--- config.mk ---
export PLATFORM = sky130hd
export DESIGN_NAME = pbr_status_out
export DESIGN_NICKNAME = d
export VERILOG_FILES = /design/src/logic/pbr_pkg.sv /design/src/logic/pbr_status_out.sv
export VERILOG_INCLUDE_DIRS = /design/src /design/src/logic
export SDC_FILE = /design/constraint.sdc
export NUM_CORES = 1
export LEC_CHECK = 0
export ABC_AREA = 1
export BUFFER_PORTS_ARGS = -buffer_cell sky130_fd_sc_hd__buf_2
export CORE_MARGIN = 4
export CORE_UTILIZATION = 45
export DETAILED_ROUTE_END_ITERATION = 7
export PLACE_DENSITY = 0.69
export SLEW_MARGIN = 20
export SYNTH_ARGS = -nofsm -noshare
export SYNTH_HDL_FRONTEND = slang
export SYNTH_SLANG_ARGS = --single-unit
--- constraint.sdc ---
create_clock -name clk -period 7.5 [get_ports clk]
set_input_delay 0.75 -clock clk [delete_from_list [all_inputs] [get_ports clk]]
set_output_delay 0.75 -clock clk [all_outputs]
set_load 0.1 [all_outputs]
--- src/logic/pbr_consts.svh ---
// Offsets, field positions, reset values and timing figures of the push-button status block.
`ifndef PBR_CONSTS_SVH
`define PBR_CONSTS_SVH

// Clock and time base.
`define PBR_CLK_PERIOD_NS   10
`define PBR_US_NS           1000
`define PBR_MS_US           1000
`define PBR_FAULT_PULSE_US  128
`define PBR_RELEASE_MS      400

// Register byte offsets.
`define PBR_ADDR_W          5
`define PBR_OFF_CTRL        5'h00
`define PBR_OFF_WAKE        5'h04
`define PBR_OFF_STATUS      5'h08
`define PBR_OFF_MASK        5'h0c
`define PBR_OFF_STATE       5'h10
`define PBR_OFF_TERM        5'h14

// Control register fields.
`define PBR_CTRL_IND_EN     0
`define PBR_CTRL_SHIFT      1
`define PBR_CTRL_SHIP       2
`define PBR_CTRL_HOLD_LSB   4
`define PBR_CTRL_RESET      8'h01

// Wake register fields, thresholds in milliseconds.
`define PBR_WAKE1_LSB       0
`define PBR_WAKE2_LSB       16
`define PBR_WAKE1_RESET     16'h0064
`define PBR_WAKE2_RESET     16'h03e8

// Status and mask bit positions.
`define PBR_ST_FAULT        0
`define PBR_ST_WAKE1        1
`define PBR_ST_WAKE2        2
`define PBR_ST_RESET        3
`define PBR_ST_SHIP         4
`define PBR_ST_W            5

// Reset hold time choices in milliseconds.
`define PBR_HOLD_MS0        16'h1388
`define PBR_HOLD_MS1        16'h2328
`define PBR_HOLD_MS2        16'h2af8
`define PBR_HOLD_MS3        16'h3a98

// Termination setting: percent of charge current is base plus code.
`define PBR_TERM_BASE_PCT   5'h05
`define PBR_TERM_MAX_CODE   4'hf

`endif

--- src/logic/pbr_pkg.sv ---
// Types shared by the push-button status block.
package pbr_pkg;

   // Button monitor states, Gray coded along idle, press, reset, release.
   typedef enum logic [1:0] {
      PBR_IDLE    = 2'b00,
      PBR_PRESS   = 2'b01,
      PBR_RESET   = 2'b11,
      PBR_RELEASE = 2'b10
   } pbr_btn_state_t;

   // Avalon-MM request from the master.
   typedef struct packed {
      logic        read;
      logic        write;
      logic [4:0]  address;
      logic [3:0]  byteenable;
      logic [31:0] writedata;
   } pbr_avl_req_t;

   // Charger state seen by the status logic.
   typedef struct packed {
      logic charging;
      logic done;
      logic disabled;
      logic hiZ;
   } pbr_chg_t;

endpackage

--- src/logic/pbr_status_out.sv ---
// Status output, power-good output and push-button reset monitor with Avalon registers.
//
// What this block does
// - Drive the status line low while the battery is charging.
// - Release the status line when charge is done, disabled or in high impedance.
// - Send one 128 us pulse on the status line for each fault.
// - Charge indication on the status line only while its enable bit is set.
// - Pull power good low while supply is above battery-plus-sleep and below overvoltage.
// - In level shift mode power good follows the push-button level instead.
// - Assert reset output after the button is held low past the hold time.
// - Release the reset output after the 400 ms release delay.
// - Shorter presses raise two programmable wake interrupts at their thresholds.
// - A button press takes the device out of ship mode.
// - Four temperature faults are readable over the registers during charging.
// - Termination code gives 5 to 20 percent, and pre-charge equals it.
//
// Our own choices: the Avalon-MM interface to the registers and the register addresses.
`timescale 1ns/1ps
`include "pbr_consts.svh"

module pbr_status_out #(
   parameter int US_CYCLES  = `PBR_US_NS / `PBR_CLK_PERIOD_NS,
   parameter int MS_US      = `PBR_MS_US,
   parameter int PULSE_US   = `PBR_FAULT_PULSE_US,
   parameter int RELEASE_MS = `PBR_RELEASE_MS
) (
   input  wire logic                  clk,
   input  wire logic                  reset_n,
   input  wire pbr_pkg::pbr_avl_req_t avlReq,
   output logic                       avlWaitrequest,
   output logic [31:0]                avlReaddata,
   input  wire pbr_pkg::pbr_chg_t     chargerState,
   input  wire logic                  faultIn,
   input  wire logic                  vinAboveBatSleep,
   input  wire logic                  vinOverVoltage,
   input  wire logic [3:0]            tempFaultIn,
   input  wire logic                  pushButtonN,
   output logic                       statusAlertOut,
   output logic                       statusAlertOe,
   output logic                       powerGoodOut,
   output logic                       powerGoodOe,
   output logic                       resetOutN,
   output logic                       resetOutOe,
   output logic                       shipMode,
   output logic [4:0]                 termPercent,
   output logic [4:0]                 prechargePercent,
   output logic                       irq
);
   import pbr_pkg::*;

   // Hold time chosen by the two-bit reset time field.
   function automatic logic [15:0] holdMs(input logic [1:0] sel);
      unique case (sel)
         2'h0: holdMs = `PBR_HOLD_MS0;
         2'h1: holdMs = `PBR_HOLD_MS1;
         2'h2: holdMs = `PBR_HOLD_MS2;
         2'h3: holdMs = `PBR_HOLD_MS3;
      endcase
   endfunction

   // Byte-lane merge of a write into a stored word.
   function automatic logic [31:0] laneMerge(input logic [31:0] old, input logic [31:0] wd,
                                             input logic [3:0] be);
      for (int i = 0; i < 4; i++) begin
         laneMerge[8*i +: 8] = be[i] ? wd[8*i +: 8] : old[8*i +: 8];
      end
   endfunction

   // Reset release through two flip-flops.
   logic rstMeta_reg;
   logic rstSync_reg;
   always_ff @(posedge clk or negedge reset_n) begin
      if (!reset_n) begin
         rstMeta_reg <= 1'b0;
         rstSync_reg <= 1'b0;
      end else begin
         rstMeta_reg <= 1'b1;
         rstSync_reg <= rstMeta_reg;
      end
   end
   wire logic rstN = rstSync_reg;

   localparam logic [15:0] PULSE_LOAD = 16'(PULSE_US + 1);
   localparam logic [15:0] REL_LAST   = 16'(RELEASE_MS - 1);

   // Register state.
   logic                    waitReq_reg, waitReq_next;
   logic [31:0]             rdata_reg, rdata_next;
   logic [7:0]              ctrl_reg, ctrl_next;
   logic [31:0]             wake_reg, wake_next;
   logic [`PBR_ST_W-1:0]    status_reg, status_next;
   logic [`PBR_ST_W-1:0]    mask_reg, mask_next;
   logic [3:0]              term_reg, term_next;
   logic                    irq_reg, irq_next;

   // Timing and button state.
   logic [15:0]             usCnt_reg, usCnt_next;
   logic [15:0]             msCnt_reg, msCnt_next;
   logic [15:0]             pulseCnt_reg, pulseCnt_next;
   logic [15:0]             pressMs_reg, pressMs_next;
   logic                    faultPrev_reg, faultPrev_next;
   pbr_btn_state_t          btn_reg, btn_next;
   logic                    alertOe_reg, alertOe_next;
   logic                    pgOe_reg, pgOe_next;
   logic                    rstOe_reg, rstOe_next;
   logic                    ship_reg;

   // Events raised by the timing group for the status register.
   logic [`PBR_ST_W-1:0]    evSet;
   logic                    shipExit;
   logic                    usTick;
   logic                    msTick;

   wire logic accept = (avlReq.read | avlReq.write) & ~waitReq_reg;
   wire logic [4:0] termPct = `PBR_TERM_BASE_PCT + {1'b0, term_reg};

   // Bus slave and registers: every access answers on the second edge.
   always_comb begin
      logic [31:0] rd;
      rd           = 32'h0;
      waitReq_next = 1'b1;
      rdata_next   = rdata_reg;
      ctrl_next    = ctrl_reg;
      wake_next    = wake_reg;
      mask_next    = mask_reg;
      term_next    = term_reg;
      status_next  = status_reg;
      unique case (avlReq.address)
         `PBR_OFF_CTRL:   rd = {24'h0, ctrl_reg};
         `PBR_OFF_WAKE:   rd = wake_reg;
         `PBR_OFF_STATUS: rd = {27'h0, status_reg};
         `PBR_OFF_MASK:   rd = {27'h0, mask_reg};
         `PBR_OFF_STATE:  rd = {24'h0,
                                 chargerState.charging ? tempFaultIn : 4'h0,
                                 rstOe_reg, ~pushButtonN, ~pgOe_reg, chargerState.charging};
         `PBR_OFF_TERM:   rd = {19'h0, termPct, 4'h0, term_reg};
         default:         rd = 32'h0;
      endcase
      // The first cycle of a request captures read data and drops waitrequest.
      if ((avlReq.read | avlReq.write) & waitReq_reg) begin
         waitReq_next = 1'b0;
         rdata_next   = avlReq.read ? rd : 32'h0;
      end
      if (accept & avlReq.write) begin
         unique case (avlReq.address)
            `PBR_OFF_CTRL: ctrl_next = 8'(laneMerge({24'h0, ctrl_reg}, avlReq.writedata,
                                                    avlReq.byteenable));
            `PBR_OFF_WAKE: wake_next = laneMerge(wake_reg, avlReq.writedata, avlReq.byteenable);
            `PBR_OFF_MASK: begin
               if (avlReq.byteenable[0]) begin
                  mask_next = avlReq.writedata[`PBR_ST_W-1:0];
               end
            end
            `PBR_OFF_TERM: begin
               if (avlReq.byteenable[0]) begin
                  term_next = avlReq.writedata[3:0];
               end
            end
            default: ;
         endcase
      end
      // A status read clears only the bits it returned, so no later event is lost.
      if (accept & avlReq.read & (avlReq.address == `PBR_OFF_STATUS)) begin
         status_next = status_reg & ~rdata_reg[`PBR_ST_W-1:0];
      end
      status_next = status_next | evSet;
      // Software enters ship mode through the control bit; a press clears it.
      if (shipExit) begin
         ctrl_next[`PBR_CTRL_SHIP] = 1'b0;
      end
      irq_next = |(status_reg & mask_reg);
   end

   always_ff @(posedge clk or negedge rstN) begin
      if (!rstN) begin
         waitReq_reg <= 1'b1;
         rdata_reg   <= 32'h0;
         ctrl_reg    <= `PBR_CTRL_RESET;
         wake_reg    <= {`PBR_WAKE2_RESET, `PBR_WAKE1_RESET};
         status_reg  <= '0;
         mask_reg    <= '0;
         term_reg    <= 4'h0;
         irq_reg     <= 1'b0;
      end else begin
         waitReq_reg <= waitReq_next;
         rdata_reg   <= rdata_next;
         ctrl_reg    <= ctrl_next;
         wake_reg    <= wake_next;
         status_reg  <= status_next;
         mask_reg    <= mask_next;
         term_reg    <= term_next;
         irq_reg     <= irq_next;
      end
   end

   // Time base, fault pulse, pin drivers and button monitor.
   always_comb begin
      logic chargeInd;
      logic pressed;
      chargeInd = 1'b0;
      pressed   = ~pushButtonN;
      evSet     = '0;
      shipExit  = 1'b0;
      // One microsecond tick and one millisecond tick from the same counter chain.
      usTick     = (usCnt_reg == 16'(US_CYCLES - 1));
      usCnt_next = usTick ? 16'h0 : usCnt_reg + 16'h1;
      msTick     = usTick & (msCnt_reg == 16'(MS_US - 1));
      msCnt_next = msTick ? 16'h0 : (usTick ? msCnt_reg + 16'h1 : msCnt_reg);
      // A rising fault restarts the pulse; the extra tick keeps it at least the full width.
      faultPrev_next = faultIn;
      pulseCnt_next  = pulseCnt_reg;
      if (faultIn & ~faultPrev_reg) begin
         pulseCnt_next          = PULSE_LOAD;
         evSet[`PBR_ST_FAULT]   = 1'b1;
      end else if (usTick & (pulseCnt_reg != 16'h0)) begin
         pulseCnt_next = pulseCnt_reg - 16'h1;
      end
      // Charge indication, masked by the enable bit and the idle conditions.
      chargeInd = ctrl_reg[`PBR_CTRL_IND_EN] & chargerState.charging & ~chargerState.done
                  & ~chargerState.disabled & ~chargerState.hiZ;
      // The fault pulse flips the line so it shows even while charging holds it low.
      alertOe_next = chargeInd ^ (pulseCnt_reg != 16'h0);
      pgOe_next = ctrl_reg[`PBR_CTRL_SHIFT] ? pressed
                                            : (vinAboveBatSleep & ~vinOverVoltage);
      btn_next     = btn_reg;
      pressMs_next = pressMs_reg;
      rstOe_next   = rstOe_reg;
      unique case (btn_reg)
         PBR_IDLE: begin
            pressMs_next = 16'h0;
            if (pressed) begin
               btn_next = PBR_PRESS;
               if (ctrl_reg[`PBR_CTRL_SHIP]) begin
                  shipExit            = 1'b1;
                  evSet[`PBR_ST_SHIP] = 1'b1;
               end
            end
         end
         PBR_PRESS: begin
            if (!pressed) begin
               btn_next = PBR_IDLE;
            end else if (msTick) begin
               pressMs_next = pressMs_reg + 16'h1;
               if (pressMs_next == wake_reg[`PBR_WAKE1_LSB +: 16]) begin
                  evSet[`PBR_ST_WAKE1] = 1'b1;
               end
               if (pressMs_next == wake_reg[`PBR_WAKE2_LSB +: 16]) begin
                  evSet[`PBR_ST_WAKE2] = 1'b1;
               end
               // Held past the hold time: pull reset low.
               if (pressMs_reg >= holdMs(ctrl_reg[`PBR_CTRL_HOLD_LSB +: 2])) begin
                  btn_next             = PBR_RESET;
                  rstOe_next           = 1'b1;
                  pressMs_next         = 16'h0;
                  evSet[`PBR_ST_RESET] = 1'b1;
               end
            end
         end
         PBR_RESET: begin
            if (msTick) begin
               pressMs_next = pressMs_reg + 16'h1;
               if (pressMs_reg == REL_LAST) begin
                  btn_next   = PBR_RELEASE;
                  rstOe_next = 1'b0;
               end
            end
         end
         PBR_RELEASE: begin
            // Wait for the button to come up so one hold gives one reset.
            pressMs_next = 16'h0;
            if (!pressed) begin
               btn_next = PBR_IDLE;
            end
         end
      endcase
   end

   always_ff @(posedge clk or negedge rstN) begin
      if (!rstN) begin
         usCnt_reg     <= 16'h0;
         msCnt_reg     <= 16'h0;
         pulseCnt_reg  <= 16'h0;
         pressMs_reg   <= 16'h0;
         faultPrev_reg <= 1'b0;
         btn_reg       <= PBR_IDLE;
         alertOe_reg   <= 1'b0;
         pgOe_reg      <= 1'b0;
         rstOe_reg     <= 1'b0;
         ship_reg      <= 1'b0;
         termPercent   <= `PBR_TERM_BASE_PCT;
         prechargePercent <= `PBR_TERM_BASE_PCT;
      end else begin
         usCnt_reg     <= usCnt_next;
         msCnt_reg     <= msCnt_next;
         pulseCnt_reg  <= pulseCnt_next;
         pressMs_reg   <= pressMs_next;
         faultPrev_reg <= faultPrev_next;
         btn_reg       <= btn_next;
         alertOe_reg   <= alertOe_next;
         pgOe_reg      <= pgOe_next;
         rstOe_reg     <= rstOe_next;
         ship_reg      <= ctrl_next[`PBR_CTRL_SHIP];
         termPercent   <= termPct;
         prechargePercent <= termPct;
      end
   end

   // Open-drain pins only ever drive low, so their data is a constant low.
   assign statusAlertOut = 1'b0;
   assign powerGoodOut   = 1'b0;
   assign resetOutN      = 1'b0;
   assign statusAlertOe  = alertOe_reg;
   assign powerGoodOe    = pgOe_reg;
   assign resetOutOe     = rstOe_reg;
   assign shipMode       = ship_reg;
   assign avlWaitrequest = waitReq_reg;
   assign avlReaddata    = rdata_reg;
   assign irq            = irq_reg;

endmodule // pbr_status_out

== Yosys cells after proc, flatten, opt, wreduce, memory -nomap -nowiden ==
Cells that the tools add are included.

* Register bits: 165
* Bits of input ports: 57
* Output and inout bits: 51
* Logic and storage cells: 153

* $add $sub $neg: 5
* Magnitude comparators: 1
* Eq/ne operators: 25
* Mux-type cells: 48
* Bitwise operators: 27
* Reductions and logical operators: 23

{| class="wikitable"
|+ Operator list
! cell !! count
|-
| 16-bit 2-to-1 mux || 12
|-
| 32-bit case mux with 6 select lines || 1
|-
| 16-bit case mux with 4 select lines || 1
|-
| 16-bit by 1-bit adder with 16-bit output, second input constant || 3
|-
| 16-bit case mux with 3 select lines || 1
|-
| 16-bit equality test || 2
|-
| 32-bit 2-to-1 mux || 1
|-
| 3-bit AND reduction || 9
|-
| 3-bit 2-to-1 mux || 6
|-
| 16-bit by 10-bit equality test with 1-bit output, second input constant || 1
|-
| 16-bit by 7-bit equality test with 1-bit output, second input constant || 1
|-
| 16-bit by 9-bit equality test with 1-bit output, second input constant || 1
|-
| 16-bit >= comparator || 1
|-
| 16-bit nonzero test || 1
|-
| 16-bit by 1-bit subtractor with 16-bit output, second input constant || 1
|-
| 1-bit 2-to-1 mux || 15
|-
| 2-bit 2-to-1 mux || 7
|-
| 2-bit inequality test, second input constant || 7
|-
| 1-bit AND || 13
|-
| 6-bit AND reduction || 2
|-
| 2-bit nonzero test || 6
|-
| 5-bit AND || 2
|-
| 5-bit by 4-bit equality test with 1-bit output, second input constant || 2
|-
| 5-bit equality test, second input constant || 2
|-
| other kinds (18) || 31
|}

== Logic depth before layout (Yosys ltp) ==
Gate-level depths: netlist (run 1).

* Depth after elaboration: 11
* Depth in mapped cells: 15
* Depth with buffers taken out: 15

== Worst setup path before layout (run 1) ==
Ideal clock, no wire load.

* Path kind: reg-to-output
* Start point: reg prechargePercent[1] (netlist name)
* End point: out termPercent[1]
* Arrival time: 1324 ps
* Required time: 6750 ps
* Path slack: 5426 ps
* Stages on the path, launching flop included: 2
* Path through: dfrtp_1 buf_4

{| class="wikitable"
|+ RTL lines
! item !! line !! RTL
|-
| to (decl) || pbr_status_out.sv:45 || <nowiki>output logic [4:0] termPercent,</nowiki>
|}

== Final worst setup path (run 1) ==
* Start point: reg ctrl_reg[5]
* End point: reg pressMs_reg[0]

* Cells in the longest elaborated chain, start to end: 10
* Elaborated cells between the ends (all ways): 13

{| class="wikitable"
|+ RTL lines
! item !! line !! RTL
|-
| from (decl) || pbr_status_out.sv:89 || <nowiki>logic [7:0] ctrl_reg, ctrl_next;</nowiki>
|-
| from (signal assigned) || pbr_status_out.sv:178 || <nowiki>ctrl_reg <= `PBR_CTRL_RESET;</nowiki>
|-
| from (signal assigned) || pbr_status_out.sv:187 || <nowiki>ctrl_reg <= ctrl_next;</nowiki>
|-
| 2-bit equality test, or another cell as far along || pbr_status_out.sv:53 || <nowiki>unique case (sel)</nowiki>
|-
| 16-bit case mux with 4 select lines (*) || pbr_status_out.sv:53 ||
|-
| 16-bit 2-to-1 mux (*) || pbr_status_out.sv:242 || <nowiki>end else if (msTick) begin</nowiki>
|-
| 16-bit 2-to-1 mux (*) || pbr_status_out.sv:240 || <nowiki>if (!pressed) begin</nowiki>
|-
| 16-bit 2-to-1 mux (*) || pbr_status_out.sv:228 || <nowiki>unique case (btn_reg)</nowiki>
|-
| 16-bit >= comparator (*) || pbr_status_out.sv:251 || <nowiki>if (pressMs_reg >= holdMs(ctrl_reg[`PBR_CTRL_HOLD_LSB +: 2])) begin</nowiki>
|-
| 16-bit 2-to-1 mux (*) || pbr_status_out.sv:251 ||
|-
| 16-bit 2-to-1 mux (*) || pbr_status_out.sv:242 ||
|-
| 16-bit 2-to-1 mux (*) || pbr_status_out.sv:240 ||
|-
| 16-bit case mux with 3 select lines (*) || pbr_status_out.sv:228 ||
|-
| to (signal assigned) || pbr_status_out.sv:296 || <nowiki>pressMs_reg <= pressMs_next;</nowiki>
|-
| to (decl) || pbr_status_out.sv:100 || <nowiki>logic [15:0] pressMs_reg, pressMs_next;</nowiki>
|}

Every way passes the cells marked *; elsewhere a longest branch is shown, timed or not. The select of a mux whose other input is x is not followed.
A chain may end at the register's enable or synchronous reset.

==> flow_metrics.tcl, run 1 <==
set metrics [dict create \
    startpoint_type "flip-flop" \
    dp.cells 1420 \
    postSynthRegisterBits 165 \
    antenna_left 0 \
    path_clk_slew_ps 70 \
    start_util_pct 46.1 \
    tightest_slew_ps 970 \
    reg2reg_depth 13 \
    drtIter0Drc 467 \
    cts_resized 0 \
    path_class "reg -> reg" \
    area_growth_pct 14.3 \
    yosysWarningCount 0 \
    dieArea_sq_mm 0.0225 \
    final-seq-area_sq_mm 0.00415 \
    avgSynthCellArea_sq_um 8.44 \
    grt_usage_pct 21.1 \
    post_drt_wl_per_cell_um 15.9 \
    grt_overflow 0 \
    grt_pass1_vias 7494 \
    die-width_um 150 \
    ys_seq_area_share_pct 45.8 \
    grt_max_degree 79 \
    rsz0062_at_grt "false" \
    hold_slack_ps 94.9 \
    synthTopCellsByArea "dfrtp_1 42%, nand2_1 9.0%, inv_1 6.1%" \
    drc 0 \
    antennaDiodeCount 0 \
    required_ps 7840 \
    yosys-top-cells-count "216 x nand2_1, 152 x dfrtp_1, 147 x inv_1" \
    antenna_found_initial 0 \
    regToRegEndpoint "pressMs_reg[0]" \
    period_needed_ps 2600 \
    drive_above_1_share_pct 20.8 \
    final_util_pct 52.7 \
    routed_wl_mm 23.2 \
    gp_congestion 0.921 \
    cts_made_buffers 17 \
    finalCritPeriodShare_pct 34.7 \
    hpwlAfterDp_mm 17.5 \
    synthFlopType "dfrtp_1" \
    synth_top_cell_area_share_pct 42.0 \
    yosysTopAreaCell "dfrtp_1" \
    nets 1248 \
    clk_latency_ps 440 \
    max_cap_viol_count 0 \
    synth.distinct_cells 53 \
    rows 51 \
    io_buffer_count 104 \
    vdd_drop_max_mv 0.148 \
    coreArea_sq_mm 0.0197 \
    status "finished clean" \
    cts.sinks 165 \
    finalSetupViolations 0 \
    cts_tree "built" \
    critical_path_peak_fanout 12 \
    startpoint "ctrl_reg[5]" \
    synth-edff-count 0 \
    hold_viol_final 0 \
    critPathCapture "pressMs_reg[0]" \
    worstPathArrival_ps 2940 \
    cts_buffer_depth 2 \
    holdCritPathClass "in -> async" \
    p_leak_nw 5.13 \
    layout.cells.non_filler 1452 \
    io_pins 108 \
    multi_input_area_sq_mm 0.00417 \
    dr.pass1.iters 5 \
    synth_area_sq_mm 0.00906 \
    cts_max_level 4 \
    cts_setup_buffers 0 \
    slew-limit-headroom_pct 35.3 \
    r2r-start "ctrl_reg[5]" \
    cts_hold_buf 0 \
    grt_pass1_wl_mm 37.7 \
    vias_per_cell 5.28 \
    dpl_cell_area_sq_mm 0.00978 \
    fill_cells 1902 \
    fmax_ghz 0.384 \
    vias 7669 \
    die_y_um 150 \
    end_kind "flip-flop" \
    final_area_sq_mm 0.0104 \
    synthCells 1073 \
    clockRootBuffer "clkbuf_16" \
    skew_ps 12.8 \
    powerDensity_mw_per_mm2 228 \
    async_reset_ff_share_pct 100 \
    drv_slew 0 \
    yosysMostFrequentCell "nand2_1" \
    rrSetupSlack_ps 4900 \
    timing.setup.tns_ps 0 \
]
[final cells by class]
class / count / area share, %
clock buffers: 19 / 4.18
well taps: 265 / 3.20
flip-flops and latches: 165 / 40.1
inverters: 156 / 5.66
clock inverters: 13 / 1.34
multi-input cells: 727 / 40.3
repair buffers: 107 / 5.28
[worst max-delay path, cell delays in order, from the launching register on]
cell and delay, ps:
dfrtp_1 430, inv_1 250, ha_1 320, inv_1 70, ha_1 240, nand2_1 70, inv_1 30, o21ai_0 150
nand3_1 90, nand3_1 110, nand3_1 100, nand2_1 260, nand2_4 200, o21ai_0 210
[worst min-delay path by stage]
| stage | startpoint | end | cells after the start |
|---|---|---|---|
| final | reset_n | rstN | 1 |
| after global routing | reset_n | rstN | 1 |
| after CTS | reset_n | rstN | 1 |
| after detailed placement | rstN | msCnt_reg[10] | 0 |
| after global placement | rstN | msCnt_reg[10] | 0 |
| after floorplan | rstMeta_reg | rstN | 0 |
[per-stage QoR]
step                worst slack [ps]  total power [W]
CTS                             4880          0.00238
detailed placement              4690          0.00151
global placement                4760          0.00150
finish                          4900          0.00236
floorplan                       2580          0.00141
global route                    4700          0.00247
[kinds of logic after synthesis]
group                    count (synthesis)  share of synthesized area, %
flip-flops                             165                          45.8
AO/OA/AOI/OAI                          171                          12.6
multiplexers                            20                          2.49
XOR/XNOR                                29                          2.80
other                                    2                        0.0829
buffers and inverters                  183                          8.31
AND/OR/NAND/NOR                        486                          25.6
adder cells (fa/ha/maj)                 17                          2.35
[placed cells by master, fill, tap and decap left out, drive strengths merged]
master	count
o221ai	1
o21a	2
a22oi	3
nand2	227
nor4	10
clkinv	4
o22ai	29
dfrtp	152
nand3	77
o211ai	2
o31ai	3
conb	4
a221oi	2
a31oi	1
nand4	18
o21bai	3
nor2	121
nor3	21
xnor2	9
ha	17
mux2	20
nand3b	5
and3	3
a32o	19
buf	107
a21oi	28
o21ai	72
inv	163
xor2	20
a22o	1
clkbuf	19
bufinv	1
dfstp	13
a211oi	5
or2	4
clkinvlp	1
[routing by layer]
| metal | part of all wire, % | wire length [um] | global-route usage [%] | vias to the layer above |
|---|---|---|---|---|
| met5 | 0 | 0 | 0 | - |
| met2 | 46 | 10600 | 32.3 | 220 |
| met1 | 46 | 10700 | 29.2 | 3674 |
| li1 | - | - | - | 3733 |
| met4 | 3.4 | 786 | 9.01 | 0 |
| met3 | 4.9 | 1130 | 4.51 | 42 |
[where the power goes]
part,switching (W),leakage (nW),total (W),internal [W]
Sequential,0.0000689,2.16,0.00102,0.000953
Combinational,0.000343,2.69,0.000476,0.000132
Clock,0.000389,0.278,0.000859,0.000470
Power figures use the tool's default switching activity.
==> inputs of run 2 (changes only) <==
PLACE_DENSITY = 0.72   (was 0.69)
clock period = 2.17 ns   (was 7.5 ns; I/O delays follow)
==> run 2 against run 1 <==
Compared with the run above:
- power grew to 3.6 times the previous value
- critical path type unchanged
- hold slack lost 80 ps
- die area is the same
- utilization grew 1.9 points
- global-route usage grew 0.44 points
- via count grew 2.6%
- sequential power grew to 3.5 times the previous value
==> flow_metrics.tcl, run 2 (synthesized netlist as in run 1, its figures left out) <==
set metrics [dict create \
    io_pins 108 \
    fill_cells 1865 \
    drive_above_1_share_pct 23.6 \
    layout_setup_ws_ps 117 \
    antenna_left 0 \
    max_cap_viol_count 0 \
    vias_per_cell 5.31 \
    cts_made_buffers 17 \
    finalCritPeriodShare_pct 94.6 \
    grt_pass1_wl_mm 38.5 \
    period_needed_ps 2050 \
    timing.setup.tns_ps 0 \
    holdCritPathClass "in -> reg" \
    antenna_found_initial 0 \
    cp_slowest_cell "dfrtp_1" \
    cts_buffer_depth 2 \
    path_class "reg -> reg" \
    routed_wl_mm 23.7 \
    die_y_um 150 \
    fmax_ghz 0.487 \
    critPathMaxStageDelay_ps 370 \
    grt_usage_pct 21.6 \
    drtIter0Drc 664 \
    startpoint_type "flip-flop" \
    powerDensity_mw_per_mm2 787 \
    p_leak_nw 5.31 \
    hpwlAfterDp_mm 17.8 \
    dr.pass1.iters 7 \
    coreArea_sq_mm 0.0197 \
    start_util_pct 46.1 \
    min-delay-start "avlReq[19]" \
    r2r-start "ctrl_reg[5]" \
    grt_overflow 0 \
    path_clk_slew_ps 70 \
    hold_viol_final 0 \
    clockRootBuffer "clkbuf_16" \
    cts_max_level 4 \
    nets 1279 \
    tightest_slew_ps 690 \
    grt_max_degree 44 \
    vias 7868 \
    critical_path_peak_fanout 6 \
    final_util_pct 54.5 \
    required_ps 2510 \
    drc 0 \
    dp_slack_ps 53.0 \
    worstPathArrival_ps 2400 \
    drv_slew 0 \
    final_common_cell "nand2_1" \
    post_drt_wl_per_cell_um 16.0 \
    area_growth_pct 18.3 \
    grt_pass1_vias 7729 \
    status "finished clean" \
    final_cell_mix "213 x nand2_1, 151 x dfrtp_1, 146 x inv_1, 104 x buf_2, 100 x nor2_1" \
    cts_tree "built" \
    rows 51 \
    io_buffer_count 104 \
    dieArea_sq_mm 0.0225 \
    slew-limit-headroom_pct 53.8 \
    finalSetupViolations 0 \
    die-width_um 150 \
    cp_cell_sequence "inv_1, ha_4, ha_1, and3_1, a21oi_1, nand3_2, nand2_4, nand2_2, o22ai_2" \
    cts.sinks 165 \
    clk_latency_ps 430 \
    gp_congestion 0.929 \
    dp.cells 1445 \
    startpoint "ctrl_reg[5]" \
    skew_ps 17.6 \
    end_kind "flip-flop" \
    vdd_drop_max_mv 0.514 \
    layout.cells.non_filler 1483 \
    antennaDiodeCount 0 \
]
[run 2: through the flow]
stage	hold WS (ps)	power (W)	instance area, sq um
6_report	14.9	0.00843	10700
5_1_grt	1.03	0.00887	10700
4_1_cts	1.58	0.00840	10600
3_5_place_dp	4.06	0.00532	10000
3_3_place_gp	2.67	0.00528	10000
2_1_floorplan	-78.6	0.00488	9070
[run 2: cell type report]
| class | count | area (sq um) | share of cell area [%] |
|---|---|---|---|
| multi-input combinational | 728 | 4220 | 39.4 |
| clock inverter | 13 | 159 | 1.48 |
| tap | 265 | 332 | 3.09 |
| inverter | 156 | 586 | 5.46 |
| timing repair buffer | 137 | 825 | 7.69 |
| sequential | 165 | 4150 | 38.7 |
| clock buffer | 19 | 443 | 4.13 |
[run 2: what timing repair did]
| action | in CTS | in global routing |
|---|---|---|
| hold buffers | 3 | 0 |
| buffers inserted | 0 | 2 |
| resized for setup | 0 | 19 |
| setup endpoints to repair | 0 | 20 |
| endpoints found under the hold margin | 4 | 0 |
[run 2: final timing paths]
check,end,slack (ps),cells past startpoint
min reg2reg,usCnt_reg[1],350,0
min in group asynchronous,rstN,100,2
max reg2reg,pressMs_reg[13],120,9
max,pressMs_reg[13],120,9
max in group asynchronous,prechargePercent[2],1110,1
min,wake_reg[19],10,2
[run 2: power by group]
group	switching, W	internal [W]
Combinational	0.00125	0.000589
Sequential	0.000230	0.00329
Clock	0.00138	0.00168
Total	0.00286	0.00556
[run 2: critical path: cells and delay by family (launching register included)]
kind	cells	cell delay, ps
and+or+nand+nor	4	650
adders and majority gates	2	490
DFF	1	370
buffers and inverters	1	120
AOI/OAI and AO/OA	2	340
[run 2: layer usage]
metal	share of wire [%]	GRT usage (%)
met3	5.1	4.33
met2	49	36.4
met1	43	28.2
met4	2.2	6.31
met5	0	0
